[config.mk]
export PLATFORM = sky130hd
export DESIGN_NAME = strobe_mode_ctrl
export DESIGN_NICKNAME = d
export VERILOG_FILES = /design/src/pkg/strobe_mode_pkg.sv /design/src/hdl/half_cycle_timer.sv /design/src/hdl/strobe_mode_ctrl.sv
export SDC_FILE = /design/constraint.sdc
export NUM_CORES = 1
export LEC_CHECK = 0
export BUFFER_PORTS_ARGS = -buffer_cell sky130_fd_sc_hd__buf_2
export CORE_MARGIN = 8
export CORE_UTILIZATION = 49
export CTS_CLUSTER_SIZE = 28
export DETAILED_ROUTE_END_ITERATION = 10
export GPL_ROUTABILITY_DRIVEN = 0
export PLACE_DENSITY = 0.8
export SLEW_MARGIN = 20
export SYNTH_ARGS = -nofsm -noshare
export SYNTH_HDL_FRONTEND = slang
export SYNTH_SLANG_ARGS = --single-unit
[constraint.sdc]
create_clock -name CLK_SYS -period 2.3 [get_ports CLK_SYS]
set_clock_uncertainty 0.05 [all_clocks]
set_input_delay 0.345 -clock CLK_SYS [delete_from_list [all_inputs] [get_ports CLK_SYS]]
set_output_delay 0.345 -clock CLK_SYS [all_outputs]
set_load 0.03 [all_outputs]
[src/pkg/strobe_mode_pkg.sv]
// package: register map, field positions and timing constants for the card strobe and sdram mode block
package strobe_mode_pkg;
    // avalon word addresses are byte addresses here (offsets are multiples of four)
    localparam logic [31:0] MODE_WIN_AREA2_BASE   = 32'hffffd000; // sdram_mode_window_area2
    localparam logic [31:0] MODE_WIN_AREA3_BASE   = 32'hffffe000; // sdram_mode_window_area3
    localparam logic [31:0] MODE_WIN_SPAN_MASK    = 32'hfffff000; // window covers 4 KiB
    localparam logic [31:0] STROBE_TIMING_ADDR    = 32'hffffc000; // card_strobe_timing
    localparam logic [31:0] BUS_CFG_ADDR          = 32'hffffc004; // bus width / mode-bit enables
    localparam logic [31:0] STATUS_ADDR           = 32'hffffc008; // card cycle and mode command status
    localparam logic [15:0] STROBE_TIMING_RESET   = 16'h0000;
    localparam logic [15:0] STROBE_TIMING_WMASK   = 16'hcfff;     // bits 13:12 reserved
    localparam logic [2:0]  BUS_CFG_RESET         = 3'h0;
    // field positions inside card_strobe_timing
    localparam int A5_ASSERT_HI = 11;
    localparam int A5_ASSERT_M  = 7;
    localparam int A5_ASSERT_L  = 6;
    localparam int A6_ASSERT_HI = 10;
    localparam int A6_ASSERT_M  = 5;
    localparam int A6_ASSERT_L  = 4;
    localparam int A5_HOLD_HI   = 9;
    localparam int A5_HOLD_M    = 3;
    localparam int A5_HOLD_L    = 2;
    localparam int A6_HOLD_HI   = 8;
    localparam int A6_HOLD_M    = 1;
    localparam int A6_HOLD_L    = 0;
    // bus_cfg bits
    localparam int CFG_BUS32    = 0;  // 1: 32-bit bus, 0: 16-bit
    localparam int CFG_BIT10_EN = 1;  // mode offset bit 10 writable
    localparam int CFG_BIT11_EN = 2;  // mode offset bit 11 writable
    // memory command phase length in cycles
    localparam int MRS_CYCLES   = 2;
    localparam logic [1:0] MRS_LAST = 2'(MRS_CYCLES - 1);
    // card cycle: each phase counts half cycles, code n gives 2n+1 half cycles
    localparam logic [3:0] HALF_BASE = 4'h1;
    localparam logic [3:0] STROBE_HALVES = 4'h2; // fixed strobe width stands in for wait states
    typedef enum logic [1:0] {
        CARD_IDLE   = 2'b00,
        CARD_SETUP  = 2'b01,
        CARD_STROBE = 2'b11,
        CARD_HOLD   = 2'b10
    } card_state_t;
endpackage : strobe_mode_pkg
[src/hdl/half_cycle_timer.sv]
// half-cycle phase counter: runs a programmed number of half cycles
`timescale 1ns/1ns
`default_nettype none
module half_cycle_timer
    import strobe_mode_pkg::*;
(
    input  wire logic       clk,
    input  wire logic       srst,
    input  wire logic       start,
    input  wire logic [3:0] halves,
    output var  logic       done
);
    logic [3:0] count_reg; // remaining half cycles
    logic       busy_reg;  // counting

    // each clock edge advances two half cycles; a restart on the last edge wins
    always_ff @(posedge clk) begin
        if (srst) begin
            count_reg <= 4'h0;
            busy_reg  <= 1'b0;
        end else if (start) begin
            count_reg <= halves;
            busy_reg  <= 1'b1;
        end else if (busy_reg) begin
            if (count_reg <= 4'h2) begin
                busy_reg <= 1'b0; // last edge of the phase
            end else begin
                count_reg <= count_reg - 4'h2;
            end
        end
    end

    // done is decoded, not registered: a registered flag would add a cycle to every phase
    always_comb begin
        done = busy_reg && (count_reg <= 4'h2);
    end
endmodule : half_cycle_timer
`default_nettype wire

[src/hdl/strobe_mode_ctrl.sv]
// card strobe timing register, card cycle sequencer and sdram mode-set path
//
// Implementation choice: the Avalon-MM slave port.
`timescale 1ns/1ns
`default_nettype none
module strobe_mode_ctrl
    import strobe_mode_pkg::*;
(
    input  wire logic        CLK_SYS,
    input  wire logic        SRST,
    input  wire logic [31:0] AVS_ADDRESS,
    input  wire logic        AVS_READ,
    input  wire logic        AVS_WRITE,
    input  wire logic [31:0] AVS_WRITEDATA,
    input  wire logic [3:0]  AVS_BYTEENABLE,
    output var  logic [31:0] AVS_READDATA,
    output var  logic        AVS_WAITREQUEST,
    input  wire logic        CARD_REQ,
    input  wire logic        CARD_AREA6,
    output var  logic        CARD_ADDR_VALID,
    output var  logic        CARD_STROBE_N,
    output var  logic        CARD_DONE,
    output var  logic        MEM_CS2_N,
    output var  logic        MEM_CS3_N,
    output var  logic        MEM_MRS_N,
    output var  logic [11:0] MEM_ADDR
);
    logic [15:0] strobe_timing_reg; // card_strobe_timing contents
    logic [2:0]  bus_cfg_reg;       // bus width and writable mode bits
    logic        mrs_busy_reg;      // mode command in flight
    logic [1:0]  mrs_cnt_reg;       // command phase counter
    logic        mrs_area3_reg;     // target area of command
    logic [11:0] mrs_addr_next;     // address lines for command
    logic        ack_reg;           // one-cycle answer slot
    logic [3:0]  card_halves_next;  // half-cycle count for the next phase
    logic        timer_start;       // load phase timer
    logic        timer_done;        // phase spent
    logic        card_req_s1;       // request synchroniser, first stage
    logic        card_req_s2;       // request synchroniser, second stage
    logic        area6_s1;          // area select synchroniser, first stage
    logic        area6_s2;          // area select synchroniser, second stage
    logic        area6_reg;         // area latched for the cycle
    card_state_t card_state_reg;    // card cycle state

    // window decode used by several processes
    function automatic logic hits_window(input logic [31:0] addr, input logic [31:0] base);
        hits_window = (addr & MODE_WIN_SPAN_MASK) == base;
    endfunction : hits_window

    // assemble a 3-bit delay code from three scattered bits
    function automatic logic [2:0] field3(input logic [15:0] r, input int hi, input int m,
                                          input int l);
        field3 = {r[hi], r[m], r[l]};
    endfunction : field3

    // code n maps to 2n+1 half cycles, i.e. n+0.5 bus cycles
    function automatic logic [3:0] code_halves(input logic [2:0] code);
        code_halves = {code, 1'b0} + HALF_BASE;
    endfunction : code_halves

    wire logic req_valid = (AVS_READ | AVS_WRITE) & ~ack_reg;
    wire logic hit_a2    = hits_window(AVS_ADDRESS, MODE_WIN_AREA2_BASE);
    wire logic hit_a3    = hits_window(AVS_ADDRESS, MODE_WIN_AREA3_BASE);
    wire logic mode_wr   = AVS_WRITE & (hit_a2 | hit_a3);
    // a mode write stalls while a previous command is still on the pins
    wire logic stall     = mode_wr & mrs_busy_reg;

    // waitrequest drops for exactly one cycle per taken access
    always_ff @(posedge CLK_SYS) begin
        if (SRST) begin
            ack_reg <= 1'b0;
        end else begin
            ack_reg <= req_valid & ~stall;
        end
    end

    // waitrequest is high except during the answer cycle
    always_ff @(posedge CLK_SYS) begin
        if (SRST) begin
            AVS_WAITREQUEST <= 1'b1;
        end else begin
            AVS_WAITREQUEST <= ~(req_valid & ~stall);
        end
    end

    // timing register: power-on value held until software writes it
    always_ff @(posedge CLK_SYS) begin
        if (SRST) begin
            strobe_timing_reg <= STROBE_TIMING_RESET;
        end else if (AVS_WRITE && req_valid && AVS_ADDRESS == STROBE_TIMING_ADDR) begin
            if (AVS_BYTEENABLE[0]) begin
                strobe_timing_reg[7:0] <= AVS_WRITEDATA[7:0] & STROBE_TIMING_WMASK[7:0];
            end
            if (AVS_BYTEENABLE[1]) begin
                strobe_timing_reg[15:8] <= AVS_WRITEDATA[15:8] & STROBE_TIMING_WMASK[15:8];
            end
        end
    end

    // bus configuration: width and which upper mode bits the memory type accepts
    always_ff @(posedge CLK_SYS) begin
        if (SRST) begin
            bus_cfg_reg <= BUS_CFG_RESET;
        end else if (AVS_WRITE && req_valid && AVS_ADDRESS == BUS_CFG_ADDR
                     && AVS_BYTEENABLE[0]) begin
            bus_cfg_reg <= AVS_WRITEDATA[2:0];
        end
    end

    // read mux; windows are write-only and read zero, as does any unmapped address
    always_ff @(posedge CLK_SYS) begin
        if (SRST) begin
            AVS_READDATA <= 32'h0;
        end else if (AVS_READ && req_valid) begin
            unique case (AVS_ADDRESS)
                STROBE_TIMING_ADDR: AVS_READDATA <= {16'h0, strobe_timing_reg};
                BUS_CFG_ADDR:       AVS_READDATA <= {29'h0, bus_cfg_reg};
                STATUS_ADDR:        AVS_READDATA <= {30'h0, card_state_reg != CARD_IDLE,
                                                     mrs_busy_reg};
                default:            AVS_READDATA <= 32'h0;
            endcase
        end
    end

    // mode value from offset only; upper bits masked per memory type, low two dropped
    always_comb begin
        mrs_addr_next = 12'h0;
        if (bus_cfg_reg[CFG_BUS32]) begin
            mrs_addr_next[9:0] = {2'b00, AVS_ADDRESS[9:2]};
            mrs_addr_next[8]   = AVS_ADDRESS[10] & bus_cfg_reg[CFG_BIT10_EN];
            mrs_addr_next[9]   = AVS_ADDRESS[11] & bus_cfg_reg[CFG_BIT11_EN];
        end else begin
            mrs_addr_next[10:0] = {2'b00, AVS_ADDRESS[9:2], 1'b0};
            mrs_addr_next[0]    = 1'b0;
            mrs_addr_next[9]    = AVS_ADDRESS[10] & bus_cfg_reg[CFG_BIT10_EN];
            mrs_addr_next[10]   = AVS_ADDRESS[11] & bus_cfg_reg[CFG_BIT11_EN];
        end
    end

    // one mode command per accepted window write; write data never looked at
    always_ff @(posedge CLK_SYS) begin
        if (SRST) begin
            mrs_busy_reg  <= 1'b0;
            mrs_cnt_reg   <= 2'h0;
            mrs_area3_reg <= 1'b0;
            MEM_ADDR      <= 12'h0;
        end else if (mode_wr && req_valid && !mrs_busy_reg) begin
            mrs_busy_reg  <= 1'b1;
            mrs_cnt_reg   <= 2'h0;
            mrs_area3_reg <= hit_a3;
            MEM_ADDR      <= mrs_addr_next;
        end else if (mrs_busy_reg) begin
            if (mrs_cnt_reg == MRS_LAST) begin
                mrs_busy_reg <= 1'b0;
            end else begin
                mrs_cnt_reg <= mrs_cnt_reg + 2'h1;
            end
        end
    end

    // command pins: chip select of the addressed area plus the command strobe
    always_ff @(posedge CLK_SYS) begin
        if (SRST) begin
            MEM_CS2_N <= 1'b1;
            MEM_CS3_N <= 1'b1;
            MEM_MRS_N <= 1'b1;
        end else begin
            MEM_MRS_N <= ~(mode_wr && req_valid && !mrs_busy_reg);
            MEM_CS2_N <= ~(mode_wr && req_valid && !mrs_busy_reg && hit_a2);
            MEM_CS3_N <= ~(mode_wr && req_valid && !mrs_busy_reg && hit_a3);
        end
    end

    // card request and area come from outside the clock domain
    always_ff @(posedge CLK_SYS) begin
        if (SRST) begin
            card_req_s1 <= 1'b0;
            card_req_s2 <= 1'b0;
            area6_s1    <= 1'b0;
            area6_s2    <= 1'b0;
        end else begin
            card_req_s1 <= CARD_REQ;
            card_req_s2 <= card_req_s1;
            area6_s1    <= CARD_AREA6;
            area6_s2    <= area6_s1;
        end
    end

    // phase length: setup and hold from timing fields, strobe width fixed here
    always_comb begin
        card_halves_next = STROBE_HALVES;
        timer_start      = 1'b0;
        unique case (card_state_reg)
            CARD_IDLE: begin
                timer_start = card_req_s2;
                card_halves_next = area6_s2
                    ? code_halves(field3(strobe_timing_reg, A6_ASSERT_HI, A6_ASSERT_M,
                                         A6_ASSERT_L))
                    : code_halves(field3(strobe_timing_reg, A5_ASSERT_HI, A5_ASSERT_M,
                                         A5_ASSERT_L));
            end
            CARD_SETUP: begin
                timer_start = timer_done;
            end
            CARD_STROBE: begin
                timer_start = timer_done;
                card_halves_next = area6_reg
                    ? code_halves(field3(strobe_timing_reg, A6_HOLD_HI, A6_HOLD_M,
                                         A6_HOLD_L))
                    : code_halves(field3(strobe_timing_reg, A5_HOLD_HI, A5_HOLD_M,
                                         A5_HOLD_L));
            end
            CARD_HOLD: begin
                timer_start = 1'b0;
            end
        endcase
    end

    half_cycle_timer u_timer (
        .clk    (CLK_SYS),
        .srst   (SRST),
        .start  (timer_start),
        .halves (card_halves_next),
        .done   (timer_done)
    );

    // card cycle: address out, delayed strobe, strobe, address hold
    always_ff @(posedge CLK_SYS) begin
        if (SRST) begin
            card_state_reg  <= CARD_IDLE;
            area6_reg       <= 1'b0;
            CARD_ADDR_VALID <= 1'b0;
            CARD_STROBE_N   <= 1'b1;
            CARD_DONE       <= 1'b0;
        end else begin
            CARD_DONE <= 1'b0;
            unique case (card_state_reg)
                CARD_IDLE: if (card_req_s2) begin
                    card_state_reg  <= CARD_SETUP;
                    area6_reg       <= area6_s2;
                    CARD_ADDR_VALID <= 1'b1;
                end
                CARD_SETUP: if (timer_done) begin
                    card_state_reg <= CARD_STROBE;
                    CARD_STROBE_N  <= 1'b0;
                end
                CARD_STROBE: if (timer_done) begin
                    card_state_reg <= CARD_HOLD;
                    CARD_STROBE_N  <= 1'b1;
                end
                CARD_HOLD: if (timer_done) begin
                    card_state_reg  <= CARD_IDLE;
                    CARD_ADDR_VALID <= 1'b0;
                    CARD_DONE       <= 1'b1;
                end
            endcase
        end
    end
endmodule : strobe_mode_ctrl
`default_nettype wire

* Word level (Yosys, flattened, before mapping)
Index checks and enable logic that the tools add are counted.
** Operators by class
- Add/sub/neg operators :: 6
- Magnitude comparators :: 1
- Equal/unequal tests :: 14
- Mux-type cells :: 27
- Bitwise gates (word level) :: 16
- Reduce and logical (&&, ||, !) cells :: 27
** Operators by type and width (number)
- $eq A32 B32 Y1 const B :: 3
- $pmux W16 S3 :: 1
- $eq A20 B20 Y1 const B :: 2
- $mux W4 :: 5
- $add A4 B1 Y4 const B :: 4
- $mux W1 :: 11
- $logic_and A1 B1 Y1 :: 10
- $mux W10 :: 1
- $ne A2 B2 Y1 const B :: 5
- $reduce_and A2 Y1 :: 5
- $mux W2 :: 4
- $not A1 Y1 :: 8
- $pmux W2 S4 :: 1
- $pmux W4 S2 :: 1
- $reduce_bool A2 Y1 :: 4
- $and A1 B1 Y1 :: 6
- $reduce_and A3 Y1 :: 2
- $reduce_or A2 Y1 :: 3
- $eq A2 B1 Y1 const B :: 2
- $eq A2 B2 Y1 const B :: 2
- $le A4 B2 Y1 const B :: 1
- $pmux W1 S2 :: 2
- $reduce_and A4 Y1 :: 1
- $sub A4 B2 Y4 const B :: 1
- 5 further kinds :: 6
** Storage, ports and cells
- Flip-flop bits (word level) :: 83
- Bits of input ports :: 74
- Output and inout bits :: 51
- Logic and storage cells :: 114

* Longest topological paths before layout
- Depth after elaboration :: 7
- Depth in mapped cells :: 6
- Mapped depth without buffers :: 6

* Hierarchy
From an unflattened synthesis, not the netlist that was laid out.
** Unflattened totals
- Cell total of the unflattened synthesis :: 366
- Area total of the unflattened synthesis :: 3165.5 µm²
** By module, submodules not included
- strobe_mode_ctrl :: times used 1, cells each 334, area an instance 2905.3 µm², sequential area each 1201.2 µm²
- half_cycle_timer :: times used 1, cells each 32, area an instance 260.2 µm², sequential area each 100.1 µm²

* Worst setup path before layout
OpenSTA, ideal clock, no wires.
- Path type :: input-to-reg
- From :: in AVS_ADDRESS[17]
- To :: reg strobe_timing_reg[0]
- Setup time :: 0.072 ns
- Arrival time :: 1.674 ns
- Required time :: 2.178 ns
- Path slack :: 0.505 ns
- Stages :: 4
- Buffers on the path :: 0
- Cells stage by stage :: nand4_2 -> or4_4 -> nor3_4 -> mux2i_1
** Between the ends
- Cells in the longest elaborated chain, start to end :: 3
** RTL lines
- from (decl) :: line strobe_mode_ctrl.sv:11 : input wire logic [31:0] AVS_ADDRESS,
- $eq A32 B32 Y1 :: line strobe_mode_ctrl.sv:90 : end else if (AVS_WRITE && req_valid && AVS_ADDRESS == STROBE_TIMING_ADDR) begin
- $logic_and A1 B1 Y1 :: line strobe_mode_ctrl.sv:90
- $reduce_and A2 Y1 (no line)
- to (signal assigned) :: line strobe_mode_ctrl.sv:92 : strobe_timing_reg[7:0] <= AVS_WRITEDATA[7:0] & STROBE_TIMING_WMASK[7:0];
- to (decl) :: line strobe_mode_ctrl.sv:28 : logic [15:0] strobe_timing_reg;
No other way between the ends.
A chain may end at the register's enable or synchronous reset.

* Worst setup path after layout
- From :: reg card_state_reg[0]
- To :: reg u_timer.count_reg[3]
** Between the ends
- Cells in the longest elaborated chain, start to end :: 5
- Elaborated cells on any way between the ends :: 11
- Those cells by class :: eq/ne (4); mux (3); reduce/logical (4)
** RTL lines
- from (decl) :: line strobe_mode_ctrl.sv:43 : card_state_t card_state_reg;
- from (signal assigned) :: line strobe_mode_ctrl.sv:230 : card_state_reg <= CARD_IDLE;
- from (signal assigned) :: line strobe_mode_ctrl.sv:239 : card_state_reg <= CARD_SETUP;
- from (signal assigned) :: line strobe_mode_ctrl.sv:244 : card_state_reg <= CARD_STROBE;
- $eq A2 B2 Y1 or $eq A2 B1 Y1 (tied branches) :: line strobe_mode_ctrl.sv:193 : unique case (card_state_reg)
- $reduce_or A2 Y1 (no line)
- $pmux W1 S3 :: line strobe_mode_ctrl.sv:193
- $ne A2 B2 Y1 (no line) or $reduce_bool A2 Y1 (tied branches)
- $reduce_and A2 Y1 (no line)
- to (signal assigned) :: line half_cycle_timer.sv:22 : count_reg <= halves;
- to (signal assigned) :: line half_cycle_timer.sv:28 : count_reg <= count_reg - 4'h2;
- to (decl) :: line half_cycle_timer.sv:13 : logic [3:0] count_reg;
Several ways; a longest one is shown, not always the timed one.

==> results by group <==
Power and ir drop
  – Clk pwr share: 40.5%
  – Switching power of the nets: 0.000685 W
  – Internal power: 0.00176 W
  – Worst VDD drop: 487 uV
  – Switch share: 28.0%
  – Power Dens Cells: 609 nW/um2
  – Pwr Total: 0.00245 W
  – Leakage: 1.65 nW
  – Flop pwr share: 47.3%
  – Combinational share of power: 12.2%

Floorplanning
  – I/O Pins: 125
  – # rows: 30
  – Die X: 98.8 um
  – Core Area: 6720 um2
  – Die Area: 9760 um2
  – Initial core utilization: 50.0%
  – Chip height: 98.8 um

Synthesis
  – Cells after synthesis: 375
  – Top cells by area, synth: dfxtp_1 (39%), mux2i_1 (8.3%), nand2b_1 (7.1%)
  – Synth Area in Simple Gates: 28.5%
  – Distinct cells, synth: 47
  – Post-synth top area share: 38.7%
  – Avg Cell Area, Syn: 8.96 um2
  – Synthesized area: 3360 um2
  – Main flop type after synthesis: dfxtp_1
  – Synth top cells by count: dfxtp_1 (65), nand2b_1 (38), mux2i_1 (28)
  – Largest family of logic cells by synthesized area: simple AND/OR/NAND/NOR gates
  – Yosys warning count: 0
  – Synth async-reset ratio: 0%
  – Compound-Gate Fraction of Synth Area: 8.79%
  – Synth Area in Adders: 2.24%
  – EDFF count, synth: 0
  – Post-synthesis xor/xnor area fraction: 0.782%
  – Post-synthesis sequential area ratio: 38.7%
  – Area leader, netlist: dfxtp_1
  – Synth Register Bits: 65
  – Mux contribution to synthesized area: 13.4%
  – Most common cell in the netlist: dfxtp_1

Timing
  – Hold slack: 157 ps
  – Period minus WS final: 1830 ps
  – Setup TNS: 0 ps
  – Max Slew Vio Count: 0
  – Fin crit share: 79.6%
  – Final Setup Violations: 0
  – Slew at the pin closest to its max-slew limit: 590 ps
  – RSZ-0062 raised after global routing: false
  – Relative slew slack: 60.7%
  – Fmax: 546 MHz
  – Hold Violations, Final: 0

Global routing
  – Total grt overflow: 0
  – GRT Resource Usage Total: 16.2%
  – Vias in the first global route: 2913
  – First-pass GRT wire length: 13000 um
  – Antenna violations before repair: 0
  – Largest net degree at the start of global routing: 54

Clocking
  – Post-CTS resize count: 0
  – H-tree level count: 3
  – CTS buffer count: 9
  – Hold buffers post-CTS: 0
  – CTS tree: built
  – Clock transition at path regs: 80 ps
  – Clk sink count: 65
  – Clk Tree Root Cell: clkbuf_8
  – Worst-Skew Late Latency: 350 ps
  – Clock buffer depth: 2
  – Post-CTS setup buffer count: 0

Flow run
  – Max Cap Viol: 0

Placed design
  – PortBufs: 85
  – Final HPWL DP: 6080 um
  – Dpl cell area: 3820 um2

Setup path
  – Arr. time, crit path: 2070 ps
  – Setup Crit Path Kind: reg -> reg
  – Critical-path top delay cell: dfxtp_1
  – Cells on worst reg2reg path: 7
  – CP endpoint kind: register
  – R2r setup slk: 470 ps
  – Critical Path RT: 2540 ps
  – CP Launch Type: register
  – CP max stage delay: 380 ps
  – Crit path cell chain: inv_1, ha_1, o21ba_2, a32oi_1, buf_4, or3_1, a21oi_1
  – Worst-path maximum fanout: 9

Min path
  – Worst Hold Class: in -> reg
  – Worst hold path depth: 2

Routing
  – Drt pass-1 iters: 4
  – DR vias/cell: 5.25
  – Number of remaining DRC errors: 0
  – Total wire length: 7920 um
  – Total number of vias: 2851
  – Starting DRT DRC Count: 121
  – Routed Antenna Nets: 0
  – Routed len/inst: 14.6 um

Finish
  – Post-route cell area: 4020 um2
  – Layout area overhead: 19.7%
  – Layout cells sized above 1: 29.4%
  – Finished Core Util: 59.8%
  – Area of the multi-input gates: 1880 um2
  – Register area: 1300 um2
  – FILL cells: 604
  – Antenna Cells: 0
  – Final nets: 538

Run status
  – Status: completed
## logic make-up (layout without fill, tap and decap cells)
logic type	after synthesis	in the layout
flops	65	65
simple gates	163	163
compound gates	47	47
other cells	1	19
fa+ha+maj	6	6
mux	43	43
xor+xnor	3	3
buf+inv	47	117
## power by group through the flow
stage | Sequential (W) | Clock [W] | Combinational (W)
2_1_floorplan | 0.00119 | 0 | 0.000210
6_report | 0.00116 | 0.000992 | 0.000299
3_5_place_dp | 0.00118 | 0 | 0.000294
3_3_place_gp | 0.00118 | 0 | 0.000284
4_1_cts | 0.00116 | 0.00101 | 0.000296
5_1_grt | 0.00116 | 0.00105 | 0.000330
## path summary, 6_finish.rpt
path | endpoint | startpoint
hold reg to reg | area6_s2$_SDFF_PP0_ | area6_s1$_SDFF_PP0_
setup / recovery | u_timer.count_reg[3]$_SDFFE_PP0P_ | card_state_reg[0]$_SDFFE_PP0P_
setup reg to reg | u_timer.count_reg[3]$_SDFFE_PP0P_ | card_state_reg[0]$_SDFFE_PP0P_
hold / removal | area6_s1$_SDFF_PP0_ | CARD_AREA6
## critical path, delay by kind of cell, from the launching register on
kind                     cells  cell delay (ps)
AO/OA/AOI/OAI                3              480
buffers and inverters        2              300
adder cells (fa/ha/maj)      1              220
flip-flops                   1              380
AND/OR/NAND/NOR              1              350
## routing by layer
metal  vias to the layer above  global-route usage [%]  wire length [um]
li1                       1447                       -                 -
met1                      1297                    17.7              3300
met2                        88                    26.0              3750
met3                        19                    5.36               608
met4                         0                    11.3               254
met5                         -                       0                 0
## cells in the final DEF (no fill, tap or decap), types with 3 or more instances in the layout
| cell | netlist | final |
|---|---|---|
| buf_2 | 0 | 85 |
| mux2i_1 | 28 | 28 |
| or4_1 | 6 | 6 |
| nand4_1 | 18 | 18 |
| nor3_1 | 10 | 10 |
| a21oi_1 | 26 | 26 |
| xnor2_1 | 3 | 3 |
| clkinv_4 | 0 | 3 |
| conb_1 | 1 | 19 |
| clkbuf_8 | 0 | 9 |
| inv_1 | 6 | 6 |
| buf_4 | 20 | 9 |
| nand2_1 | 24 | 24 |
| a22oi_1 | 3 | 3 |
| nor4_1 | 5 | 4 |
| nor2_1 | 16 | 16 |
| dfxtp_1 | 65 | 65 |
| o21ai_0 | 4 | 4 |
| nand3_1 | 12 | 12 |
| nand2b_1 | 38 | 38 |
| mux2_2 | 15 | 15 |
| ha_1 | 6 | 6 |
| nor2b_1 | 19 | 19 |
## metrics by stage
| step | std cells | setup WS (ps) |
|---|---|---|
| 6_report | 543 | 470 |
| 2_1_floorplan | 393 | 505 |
| 3_5_place_dp | 527 | 310 |
| 4_1_cts | 543 | 517 |
| 3_3_place_gp | 527 | 350 |
| 5_1_grt | 543 | 390 |
## final cells by class
| cell class | count | share of cell area [%] |
|---|---|---|
| clock buffer | 9 | 3.08 |
| clock inverter | 7 | 1.99 |
| inverter | 6 | 0.560 |
| multi-input combinational | 281 | 46.7 |
| sequential | 65 | 32.4 |
| tap | 80 | 2.49 |
| timing repair buffer | 95 | 12.8 |
Note: power is estimated with default switching activity, not from simulation.
